==> config.mk <==
export PLATFORM = sky130hd
export DESIGN_NAME = bsl_core
export DESIGN_NICKNAME = d
export VERILOG_FILES = /design/src/verilog/bsl_pkg.sv /design/src/verilog/bsl_core.sv
export SDC_FILE = /design/constraint.sdc
export NUM_CORES = 2
export LEC_CHECK = 0
export CORE_MARGIN = 5
export CORE_UTILIZATION = 40
export CTS_CLUSTER_DIAMETER = 60
export DETAILED_ROUTE_END_ITERATION = 12
export DONT_BUFFER_PORTS = 1
export GPL_TIMING_DRIVEN = 0
export REMOVE_ABC_BUFFERS = 1
export SYNTH_ARGS = -nofsm -noshare
export SYNTH_HDL_FRONTEND = slang
export SYNTH_SLANG_ARGS = --single-unit
==> constraint.sdc <==
create_clock -name clk -period 13.71 [get_ports clk]
set_input_delay 1.371 -clock clk [delete_from_list [all_inputs] [get_ports clk]]
set_output_delay 1.371 -clock clk [all_outputs]
set_load 0.01 [all_outputs]
==> src/verilog/bsl_pkg.sv <==
// Constants, encodings and carrier types for the branch, skip and load execution core
package bsl_pkg;

    // Status register bit positions
    localparam int unsigned SF_C = 0;
    localparam int unsigned SF_Z = 1;
    localparam int unsigned SF_N = 2;
    localparam int unsigned SF_V = 3;
    localparam int unsigned SF_S = 4;
    localparam int unsigned SF_H = 5;
    localparam int unsigned SF_T = 6;
    localparam int unsigned SF_I = 7;

    // Reset values
    localparam logic [7:0]  STATUS_RST = 8'h00;
    localparam logic [7:0]  REG_RST    = 8'h00;

    // Low register index of each pointer pair
    localparam logic [4:0]  PTR_X = 5'h1A;
    localparam logic [4:0]  PTR_Y = 5'h1C;
    localparam logic [4:0]  PTR_Z = 5'h1E;

    // Upper-half base for immediate-capable destinations
    localparam logic        HIGH_BANK = 1'b1;

    // Execution states
    typedef enum logic [2:0] {
        ST_EXEC      = 3'b000,
        ST_MEM       = 3'b001,
        ST_BRANCH    = 3'b010,
        ST_SKIP      = 3'b011,
        ST_SKIP_LONG = 3'b100
    } bsl_state_t;

    // Decoded operation classes
    typedef enum logic [3:0] {
        OP_NOP        = 4'b0000,
        OP_CMPI       = 4'b0001,
        OP_SKIP_REG   = 4'b0010,
        OP_SKIP_IO    = 4'b0011,
        OP_BRANCH     = 4'b0100,
        OP_COPY       = 4'b0101,
        OP_PAIR_COPY  = 4'b0110,
        OP_CONST      = 4'b0111,
        OP_LOAD_IND   = 4'b1000,
        OP_LOAD_ABS   = 4'b1001,
        OP_STORE_IND  = 4'b1010
    } bsl_op_t;

    // Pointer addressing modes
    typedef enum logic [1:0] {
        AM_PLAIN   = 2'b00,
        AM_POSTINC = 2'b01,
        AM_PREDEC  = 2'b10,
        AM_DISP    = 2'b11
    } bsl_amode_t;

    // Decoded instruction fields
    typedef struct packed {
        bsl_op_t    op;
        logic [4:0] rd;
        logic [4:0] rr;
        logic [7:0] imm;
        logic [2:0] bitsel;
        logic       pol;
        logic [4:0] ptr;
        bsl_amode_t mode;
        logic [5:0] disp;
        logic [6:0] koff;
        logic [4:0] io;
    } bsl_dec_t;

    // Data memory request
    typedef struct packed {
        logic [15:0] addr;
        logic [7:0]  wdata;
        logic        re;
        logic        we;
    } bsl_dmem_req_t;

endpackage : bsl_pkg

==> src/verilog/bsl_core.sv <==
// Execution core for compare, skip, branch, move and load instruction groups
`timescale 1ns/1ps
`default_nettype none

module bsl_core
    import bsl_pkg::*;
#(
    parameter int unsigned PC_W = 13
) (
    input  wire logic              clk,
    input  wire logic              rst,
    output logic [PC_W-1:0]        pm_addr,
    input  wire logic [15:0]       pm_rdata,
    output bsl_pkg::bsl_dmem_req_t dm_req,
    input  wire logic [7:0]        dm_rdata,
    output logic [4:0]             io_addr,
    input  wire logic [7:0]        io_rdata,
    input  wire logic              status_wr_en,
    input  wire logic [7:0]        status_wr_data,
    output logic [7:0]             status,
    input  wire logic [4:0]        dbg_reg_sel,
    output logic [7:0]             dbg_reg_data,
    output logic                   instr_done
);
    import bsl_pkg::*;

    bsl_state_t       state_q, state_d;
    logic [PC_W-1:0]  pc_q, pc_d;
    logic [7:0]       status_register_q, status_register_d;
    logic [7:0]       rf_q [32];
    bsl_dec_t         dec;
    logic [15:0]      mem_addr_q, mem_addr_d;
    logic [4:0]       mem_reg_q, mem_reg_d;
    logic             mem_store_q, mem_store_d;
    logic             mem_abs_q, mem_abs_d;
    logic             we8;
    logic [4:0]       wa8;
    logic [7:0]       wd8;
    logic             we16;
    logic [4:0]       wa16;
    logic [15:0]      wd16;
    logic [15:0]      ptr_val;
    logic [7:0]       cmp_res;
    logic [7:0]       rd_v;
    logic             cond;
    logic [PC_W-1:0]  pc_inc;
    logic [PC_W-1:0]  br_tgt;

    // Second word of a two-word instruction must be stepped over as a whole
    function automatic logic two_word(input logic [15:0] w);
        two_word = ((w[15:10] == 6'b100100) && (w[3:0] == 4'h0)) ||
                   ((w[15:9] == 7'b1001010) && (w[3:2] == 2'b11));
    endfunction : two_word

    // Instruction decode from the word at the current program counter
    always_comb begin
        dec        = '0;
        dec.op     = OP_NOP;
        dec.mode   = AM_PLAIN;
        dec.rd     = pm_rdata[8:4];
        dec.rr     = {pm_rdata[9], pm_rdata[3:0]};
        dec.imm    = {pm_rdata[11:8], pm_rdata[3:0]};
        dec.bitsel = pm_rdata[2:0];
        dec.pol    = pm_rdata[9];
        dec.koff   = pm_rdata[9:3];
        dec.io     = pm_rdata[7:3];
        dec.ptr    = PTR_X;
        dec.disp   = {pm_rdata[13], pm_rdata[11:10], pm_rdata[2:0]};
        casez (pm_rdata)
            16'b0011_????_????_????: begin
                dec.op = OP_CMPI;
                dec.rd = {HIGH_BANK, pm_rdata[7:4]};
            end
            16'b1111_11??_????_0???: begin
                dec.op = OP_SKIP_REG;
                dec.rr = pm_rdata[8:4];
            end
            16'b1001_10?1_????_????: dec.op = OP_SKIP_IO;
            16'b1111_0???_????_????: begin
                dec.op  = OP_BRANCH;
                dec.pol = ~pm_rdata[10];
            end
            16'b0010_11??_????_????: dec.op = OP_COPY;
            16'b0000_0001_????_????: begin
                dec.op = OP_PAIR_COPY;
                dec.rd = {pm_rdata[7:4], 1'b0};
                dec.rr = {pm_rdata[3:0], 1'b0};
            end
            16'b1110_????_????_????: begin
                dec.op = OP_CONST;
                dec.rd = {HIGH_BANK, pm_rdata[7:4]};
            end
            16'b1001000?????0000: dec.op = OP_LOAD_ABS;
            16'b1001000?????1100: dec.op = OP_LOAD_IND;
            16'b1001000?????1101: begin
                dec.op   = OP_LOAD_IND;
                dec.mode = AM_POSTINC;
            end
            16'b1001000?????1110: begin
                dec.op   = OP_LOAD_IND;
                dec.mode = AM_PREDEC;
            end
            16'b1001_000?_????_?001: begin
                dec.op   = OP_LOAD_IND;
                dec.mode = AM_POSTINC;
                dec.ptr  = pm_rdata[3] ? PTR_Y : PTR_Z;
            end
            16'b1001_000?_????_?010: begin
                dec.op   = OP_LOAD_IND;
                dec.mode = AM_PREDEC;
                dec.ptr  = pm_rdata[3] ? PTR_Y : PTR_Z;
            end
            16'b10?0_??0?_????_????: begin
                dec.op   = OP_LOAD_IND;
                dec.mode = AM_DISP;
                dec.ptr  = pm_rdata[3] ? PTR_Y : PTR_Z;
            end
            16'b1001001?????1100: begin
                dec.op = OP_STORE_IND;
                dec.rr = pm_rdata[8:4];
            end
            default: dec.op = OP_NOP;
        endcase
    end

    // Operand fetch, compare result and branch target
    assign ptr_val = {rf_q[dec.ptr + 5'h01], rf_q[dec.ptr]};
    assign rd_v    = rf_q[dec.rd];
    assign cmp_res = rd_v - dec.imm;
    assign pc_inc  = pc_q + PC_W'(1);
    // Target is PC+k+1 with a signed seven-bit offset
    assign br_tgt  = pc_inc + {{(PC_W-7){dec.koff[6]}}, dec.koff};
    assign io_addr = dec.io;

    // Aliased branches reduce to a status bit and a polarity
    always_comb begin
        cond = 1'b0;
        case (dec.op)
            OP_SKIP_REG: cond = (rf_q[dec.rr][dec.bitsel] == dec.pol);
            OP_SKIP_IO:  cond = (io_rdata[dec.bitsel] == dec.pol);
            // S holds N xor V, so signed compares test bit S
            OP_BRANCH:   cond = (status_register_q[dec.bitsel] == dec.pol);
            default:     cond = 1'b0;
        endcase
    end

    // Sequencing, register writes and memory setup
    always_comb begin
        state_d     = state_q;
        pc_d        = pc_q;
        status_register_d      = status_register_q;
        mem_addr_d  = mem_addr_q;
        mem_reg_d   = mem_reg_q;
        mem_store_d = mem_store_q;
        mem_abs_d   = mem_abs_q;
        we8         = 1'b0;
        wa8         = dec.rd;
        wd8         = dec.imm;
        we16        = 1'b0;
        wa16        = dec.ptr;
        wd16        = ptr_val;
        instr_done  = 1'b0;
        case (state_q)
            ST_EXEC: begin
                pc_d       = pc_inc;
                instr_done = 1'b1;
                case (dec.op)
                    OP_CMPI: begin
                        // Result is discarded, only flags change
                        status_register_d[SF_Z] = (cmp_res == 8'h00);
                        status_register_d[SF_N] = cmp_res[7];
                        status_register_d[SF_V] = (rd_v[7] & ~dec.imm[7] & ~cmp_res[7]) |
                                       (~rd_v[7] & dec.imm[7] & cmp_res[7]);
                        status_register_d[SF_C] = (~rd_v[7] & dec.imm[7]) | (dec.imm[7] & cmp_res[7]) |
                                       (cmp_res[7] & ~rd_v[7]);
                        status_register_d[SF_H] = (~rd_v[3] & dec.imm[3]) | (dec.imm[3] & cmp_res[3]) |
                                       (cmp_res[3] & ~rd_v[3]);
                        status_register_d[SF_S] = status_register_d[SF_N] ^ status_register_d[SF_V];
                    end
                    OP_SKIP_REG, OP_SKIP_IO: begin
                        if (cond) begin
                            state_d    = ST_SKIP;
                            instr_done = 1'b0;
                        end
                    end
                    OP_BRANCH: begin
                        if (cond) begin
                            pc_d       = br_tgt;
                            state_d    = ST_BRANCH;
                            instr_done = 1'b0;
                        end
                    end
                    OP_COPY: begin
                        we8 = 1'b1;
                        wd8 = rf_q[dec.rr];
                    end
                    OP_PAIR_COPY: begin
                        we16 = 1'b1;
                        wa16 = dec.rd;
                        wd16 = {rf_q[dec.rr + 5'h01], rf_q[dec.rr]};
                    end
                    OP_CONST: we8 = 1'b1;
                    OP_LOAD_IND, OP_STORE_IND: begin
                        state_d     = ST_MEM;
                        instr_done  = 1'b0;
                        mem_abs_d   = 1'b0;
                        mem_store_d = (dec.op == OP_STORE_IND);
                        mem_reg_d   = (dec.op == OP_STORE_IND) ? dec.rr : dec.rd;
                        mem_addr_d  = ptr_val;
                        case (dec.mode)
                            AM_POSTINC: begin
                                we16 = 1'b1;
                                wd16 = ptr_val + 16'h0001;
                            end
                            AM_PREDEC: begin
                                we16       = 1'b1;
                                wd16       = ptr_val - 16'h0001;
                                mem_addr_d = ptr_val - 16'h0001;
                            end
                            AM_DISP: mem_addr_d = ptr_val + {10'h000, dec.disp};
                            default: mem_addr_d = ptr_val;
                        endcase
                    end
                    OP_LOAD_ABS: begin
                        state_d     = ST_MEM;
                        instr_done  = 1'b0;
                        mem_abs_d   = 1'b1;
                        mem_store_d = 1'b0;
                        mem_reg_d   = dec.rd;
                    end
                    default: ;
                endcase
            end
            ST_MEM: begin
                // Absolute address is the second word, now at the program counter
                if (mem_abs_q) begin
                    pc_d = pc_inc;
                end
                we8        = ~mem_store_q;
                wa8        = mem_reg_q;
                wd8        = dm_rdata;
                instr_done = 1'b1;
                state_d    = ST_EXEC;
            end
            ST_BRANCH: begin
                instr_done = 1'b1;
                state_d    = ST_EXEC;
            end
            ST_SKIP: begin
                // Word now at the program counter is the one being skipped
                pc_d = pc_inc;
                if (two_word(pm_rdata)) begin
                    state_d = ST_SKIP_LONG;
                end else begin
                    state_d    = ST_EXEC;
                    instr_done = 1'b1;
                end
            end
            ST_SKIP_LONG: begin
                pc_d       = pc_inc;
                instr_done = 1'b1;
                state_d    = ST_EXEC;
            end
            default: state_d = ST_EXEC;
        endcase
        // External flag preset wins over any flag result in the same cycle
        if (status_wr_en) begin
            status_register_d = status_wr_data;
        end
    end

    // Memory request is live only in the access cycle
    always_comb begin
        dm_req       = '0;
        dm_req.addr  = mem_abs_q ? pm_rdata : mem_addr_q;
        dm_req.wdata = rf_q[mem_reg_q];
        dm_req.re    = (state_q == ST_MEM) & ~mem_store_q;
        dm_req.we    = (state_q == ST_MEM) & mem_store_q;
    end

    assign pm_addr = pc_q;
    assign status  = status_register_q;

    // Sequencer state and program counter
    always_ff @(posedge clk or posedge rst) begin
        if (rst) begin
            state_q <= ST_EXEC;
            pc_q    <= '0;
        end else begin
            state_q <= state_d;
            pc_q    <= pc_d;
        end
    end

    // Status flags
    always_ff @(posedge clk or posedge rst) begin
        if (rst) begin
            status_register_q <= STATUS_RST;
        end else begin
            status_register_q <= status_register_d;
        end
    end

    // Pending memory access
    always_ff @(posedge clk or posedge rst) begin
        if (rst) begin
            mem_addr_q  <= '0;
            mem_reg_q   <= '0;
            mem_store_q <= 1'b0;
            mem_abs_q   <= 1'b0;
        end else begin
            mem_addr_q  <= mem_addr_d;
            mem_reg_q   <= mem_reg_d;
            mem_store_q <= mem_store_d;
            mem_abs_q   <= mem_abs_d;
        end
    end

    // Working registers; byte write after pair write so a load wins a clash
    always_ff @(posedge clk or posedge rst) begin
        if (rst) begin
            for (int i = 0; i < 32; i++) begin
                rf_q[i] <= REG_RST;
            end
        end else begin
            if (we16) begin
                rf_q[wa16]         <= wd16[7:0];
                rf_q[wa16 + 5'h01] <= wd16[15:8];
            end
            if (we8) begin
                rf_q[wa8] <= wd8;
            end
        end
    end

    // Debug read-back, registered
    always_ff @(posedge clk or posedge rst) begin
        if (rst) begin
            dbg_reg_data <= 8'h00;
        end else begin
            dbg_reg_data <= rf_q[dbg_reg_sel];
        end
    end

endmodule : bsl_core

`default_nettype wire

Word-level counts from Yosys, hierarchy flattened:

Index checks and enable logic that the tools add are counted.
Widths: inputs -> output; s select.

* add/subtract/negate cells: 9
* $lt $le $gt $ge: 14
* equality and inequality tests: 42
* multiplexer cells: 81
* bitwise logic cells: 33
* reduce and logical (&&, ||, !) cells: 32

Operator list (count)
* $bwmux 256: 3
* $mux 256: 2
* $bmux 8 s5: 7
* $mux 8: 18
* $demux 8 s5: 3
* $pmux 16 s2: 3
* $ge 6x6->1 const B: 10
* $not 5->6: 10
* $eq 11x11->1 const B: 5
* $pmux 4 s10: 1
* $mux 13: 3
* $pmux 13 s3: 1
* $mux 16: 2
* $pmux 5 s2: 3
* $eq 7x7->1 const B: 3
* $eq 10x10->1 const B: 2
* $eq 4x4->1 const B: 5
* $mux 5: 4
* $lt 6x1->1 const B: 3
* $mux 6: 3
* $reduce_or 2->1: 9
* $add 16x1->16 const B: 1
* $add 16x6->16: 1
* $eq 4x3->1 const B: 4
* 46 further kinds: 105

* register bits: 311
* output and inout bits: 61
* logic and storage cells: 252

Depth between registers and ports, before layout:

* depth in word-level cells: 17
* depth in mapped cells: 28
* mapped depth without buffers: 24

Worst setup path before layout:

No wires, ideal clock.

* path type: input to register
* from: in pm_rdata[14]
* to: reg status_register_q[1] (netlist: status[1])
* data arrival time: 6.732 ns
* data required time: 13.584 ns
* path slack: 6.852 ns
* stages: 25
* buffers on the path: 5
* path through: buf_2 -> nor4b_1 -> nand2_1 -> clkbuf_1 -> mux2i_1 -> clkbuf_1 -> clkbuf_1 -> buf_1 -> nand2_1 -> a311oi_1 -> a311oi_1 -> o31ai_1 -> ha_1 -> a21o_1 -> a21oi_1 -> nor2b_1 -> o21ai_0 -> nand2b_1 -> a21o_1 -> a21oi_1 -> fa_1 -> nor4bb_1 -> nand4_1 -> nor4_1 -> a221o_1

* cells in the longest elaborated chain, start to end: 12

RTL lines
* start, declared: line bsl_core.sv:13 `input wire logic [15:0] pm_rdata,`
* $eq 4x4->1 or $eq 4x2->1 (tied branches): line bsl_core.sv:69 `casez (pm_rdata)`
* $reduce_or 2->1 (no line)
* $pmux 5 s2: line bsl_core.sv:69
* $not 5->6 (implied by the code): line bsl_core.sv:128 `assign rd_v = rf_q[dec.rd];`
* $bmux 8 s5: line bsl_core.sv:128
* $mux 8 (implied by the code) (2 in series): line bsl_core.sv:128
* $sub 8x8->8: line bsl_core.sv:129 `assign cmp_res = rd_v - dec.imm;`
* $logic_not 8->1: line bsl_core.sv:170 `status_register_d[SF_Z] = (cmp_res == 8'h00);`
* $mux 6: line bsl_core.sv:167 `case (dec.op)`
* $mux 6: line bsl_core.sv:163 `case (state_q)`
* $mux 6: line bsl_core.sv:267 `if (status_wr_en) begin`
* end signal, assigned: line bsl_core.sv:300 `status_register_q <= status_register_d;`
* end, declared: line bsl_core.sv:29 `logic [7:0] status_register_q, status_register_d;`

Several ways; a longest one is shown, not always the timed one. The select of a mux whose other input is x is not followed.
A chain may end at the register's enable or synchronous reset.

Worst setup path in the final report:

* from: in pm_rdata[11]
* to: out instr_done

* cells in the longest elaborated chain, start to end: 14

RTL lines
* $eq 11x11->1 or $eq 7x7->1 (tied branches): line bsl_core.sv:69
* $reduce_or 2->1 (no line)
* $pmux 5 s2: line bsl_core.sv:69
* $not 5->6 (implied by the code): line bsl_core.sv:139 `OP_SKIP_REG: cond = (rf_q[dec.rr][dec.bitsel] == dec.pol);`
* $bmux 8 s5: line bsl_core.sv:139
* $mux 8 (implied by the code) (2 in series): line bsl_core.sv:139
* $bmux 1 s3: line bsl_core.sv:139
* $mux 1 (implied by the code): line bsl_core.sv:139
* $eq 1x1->1: line bsl_core.sv:139
* $pmux 1 s3: line bsl_core.sv:138 `case (dec.op)`
* $mux 1: line bsl_core.sv:181, bsl_core.sv:187
* $pmux 1 s2: line bsl_core.sv:167
* $pmux 1 s3 (*): line bsl_core.sv:163
* end, declared: line bsl_core.sv:23 `output logic instr_done`

Every way passes the cells marked *; elsewhere a longest branch is shown, timed or not. The select of a mux whose other input is x is not followed.

==> flow_summary.ini <==
[setup_path]
cp.required_ns = 12.34
cp_slowest_cell = a31oi_1
end_kind = output pin
critPathMaxFanout = 98
r2r-end = rf_q[33]$_DFF_PP0_
critPathLaunch = pm_rdata[11]
arrival_ns = 7.89
worstSetupPathType = in -> out
worst_setup_path_start_kind = input pin
path_depth = 15
slowest_delay_ns = 1.15
crit_path_frequent_cell = o31ai_1
crit_path_cell_trace = nand4bb_1, or4_1, a21boi_4, nor2_4, buf_12, inv_4, mux4_2, mux2_2, nand3_1, o31ai_1, a31oi_1, nand2b_1, o211ai_2, xor2_1, o31ai_1
crit_buf_inv = 2
endpoint = instr_done
crit_family = compound AO/OA/AOI/OAI gates
ff2ff_path_depth = 10
r2r_start = rf_q[12]$_DFF_PP0_
worst-r2r-setup-slack_ns = 7.90

[clock_network]
cts-root-buf = clkbuf_16
path_clk_slew_ns = 0.05
cts_resized = 0
numClockSinks = 311
ctsHoldBuffers = 0
htreeDepth = 2
cts_inserted_buffers = 42
clk_latency_ns = 0.61
cts_setup_buffers = 0
cts_tree = built
clock_tree.buffer_depth = 3

[final_layout]
final_common_cell = nand2_1
post-route-util_pct = 44.0
finalNonFillerCells = 4170
final_nets = 3244
areaGrowthSynthToFinish_pct = 9.69
most-common-layout-cells = 492 x nand2_1, 310 x mux2i_1, 307 x dfrtp_1
drive_gt1_share_pct = 17.1

[die]
die_h_um = 285
std_cell_rows = 101
die_area_um2 = 81300
start_util_pct = 40.1
die_x_um = 285
io_pins = 109
core_area_um2 = 75600

[yosys]
synthAdderAreaFrac_pct = 1.79
ys_types = 93
ys_seq_elements = 311
synthTopCellsByArea = dfrtp_1 26%, mux4_2 17%, mux2i_1 10%
ys_async_sr_fraction_pct = 100
syn_area_um2 = 30300
synth_compound_area_share_pct = 18.5
syn_inst = 3363
synthMuxAreaShare_pct = 29.7
synth-edff-count = 0
synth_ff_type = dfrtp_1
syn_avg_cell_area_um2 = 9.01
yosysWarnings = 0
synth_xor_area_share_pct = 1.28
synth-simple-area-share_pct = 17.7
synth_top_family_by_area = multiplexers
ys_seq_area_share_pct = 25.7
yosysTopAreaCell = dfrtp_1
yosys.area.top_type_share_pct = 25.7

[placed_design]
placedCellCount = 4089
dp_hpwl_um = 95500
place.gp.congestion = 1.00
io_buffer_count = 0

[pwr]
switching_share_pct = 42.9
ir_worst_vdd_mv = 0.107
power.switching_uw = 2060
combPwrFrac_pct = 42.2
clkPwrFrac_pct = 24.8
p_seq_share_pct = 33.0
cellPowerDensity_nw_per_um2 = 144
leakagePower_uw = 0.0125
p_int_uw = 2740
power_uw = 4800

[timing]
post-route-period-util_pct = 67.6
finalSetupViolCount = 0
worst_pin_slew_ns = 1.53
worst_clock_skew_ns = 0.0292
rsz0062_at_grt = false
final-max-slew-violation-count = 38
max-slew-margin-rel_pct = -2.17
fin_tns_setup_ns = 0
whs_ns = 0.473
fmax_mhz = 108
final-hold-violation-count = 0
min_period_ns = 9.27

[routing]
ant_nets = 0
viasPerCell = 7.29
dr.pass1.iters = 7
avgRoutedWirePerCell_um = 33.8
routed_wl_um = 141000
first_iter_violations = 4878
vias = 30400
drc = 0

[global_route]
grt_pass1_wl_um = 202000
track_usage_pct = 33.2
gr-total-overflow = 0
antenna_found_initial = 3
grt_pass1_vias = 28300
grt_max_degree = 102

[outcome]
outcome = finished with violations
violations = max-capacitance violations, max-slew violations

[job]
maxCapViolCount = 6

[worst_hold_path]
hold_path.class = reg -> reg
==> power groups by stage <==
stage	Combinational (uW)	Clock, uW	Sequential, uW
3_3_place_gp	1830	0	1600
5_1_grt	2130	1230	1600
3_5_place_dp	1950	0	1560
6_report	2030	1190	1580
4_1_cts	1960	1190	1550
2_1_floorplan	1370	0	1400
==> worst min-delay path by stage <==
stage | start | to | slack, ns | depth (start not counted)
2_1_floorplan | mem_addr_q[9]$_DFFE_PP0P_ | mem_addr_q[9]$_DFFE_PP0P_ | 0.45 | 1
3_3_place_gp | mem_addr_q[1]$_DFFE_PP0P_ | mem_addr_q[1]$_DFFE_PP0P_ | 0.46 | 2
3_5_place_dp | mem_addr_q[4]$_DFFE_PP0P_ | mem_addr_q[4]$_DFFE_PP0P_ | 0.47 | 2
4_1_cts | mem_addr_q[4]$_DFFE_PP0P_ | mem_addr_q[4]$_DFFE_PP0P_ | 0.48 | 2
5_1_grt | mem_addr_q[0]$_DFFE_PP0P_ | mem_addr_q[0]$_DFFE_PP0P_ | 0.50 | 2
6_report | mem_addr_q[4]$_DFFE_PP0P_ | mem_addr_q[4]$_DFFE_PP0P_ | 0.47 | 2
==> through the flow <==
stage | instance area, um2 | setup WS (ns)
6_report | 33200 | 4.44
5_1_grt | 33200 | 4.28
4_1_cts | 33200 | 5.04
3_5_place_dp | 31800 | 5.06
3_3_place_gp | 30100 | -4.38
2_1_floorplan | 28900 | 3.19
==> cell type report <==
class | count | area, um2
Tap cell | 978 | 1220
Sequential cell | 311 | 7790
Multi-Input combinational cell | 2688 | 21200
Inverter | 40 | 160
Clock buffer | 56 | 1170
Antenna cell | 4 | 10.0
Timing Repair Buffer | 74 | 1420
Fill cell | 7277 | 42300
Clock inverter | 19 | 256
==> cells by family after synthesis <==
family,Yosys count
muxes,603
DFF,311
and+or+nand+nor,1147
buffers and inverters,364
AOI/OAI and AO/OA,856
xor gates and xnor gates,42
adders and majority gates,40
==> worst register-to-register path, stage by stage (launching register included) <==
cell and delay, ns:
dfrtp_1 0.46, mux2_2 0.30, mux2i_1 1.10, nand4_1 0.54, nor3_1 0.71, mux2i_1 0.16, a221oi_1 0.69, o22a_1 0.51
o21a_1 0.87, nand2b_1 0.22, a31oi_1 0.08
==> sequential cells by signal (all words and copies together), names as in the netlist <==
name,count
mem_reg_q,5
rf_q,256
pm_addr,13
dbg_reg_data,8
mem_abs_q,1
state_q,3
mem_store_q,1
status,8
mem_addr_q,16
==> metal layers <==
| metal | up-vias | global-route usage [%] | part of all wire [%] |
|---|---|---|---|
| met5 | - | 1.01 | 0.081 |
| met4 | 6 | 23.9 | 9.5 |
| met3 | 608 | 12.4 | 14 |
| met2 | 2578 | 46.9 | 41 |
| met1 | 14800 | 41.5 | 36 |
| li1 | 12400 | - | - |
==> Yosys cell counts (19+ instances only) <==
library cell	n
nand2_1	495
mux2i_1	313
dfrtp_1	311
o21ai_0	277
mux4_2	232
clkbuf_1	217
nor2_1	171
nand3_1	152
a21oi_1	116
and3_1	89
nand2b_1	74
o22ai_1	67
o211ai_1	66
mux2_2	58
a311oi_1	53
nor3_1	41
a211oi_1	38
buf_1	38
a21o_1	37
inv_1	37
buf_2	36
ha_1	33
a31oi_1	30
xnor2_1	28
nand4_1	26
buf_4	19
o31ai_1	19
(Power assumes the default switching activity.)
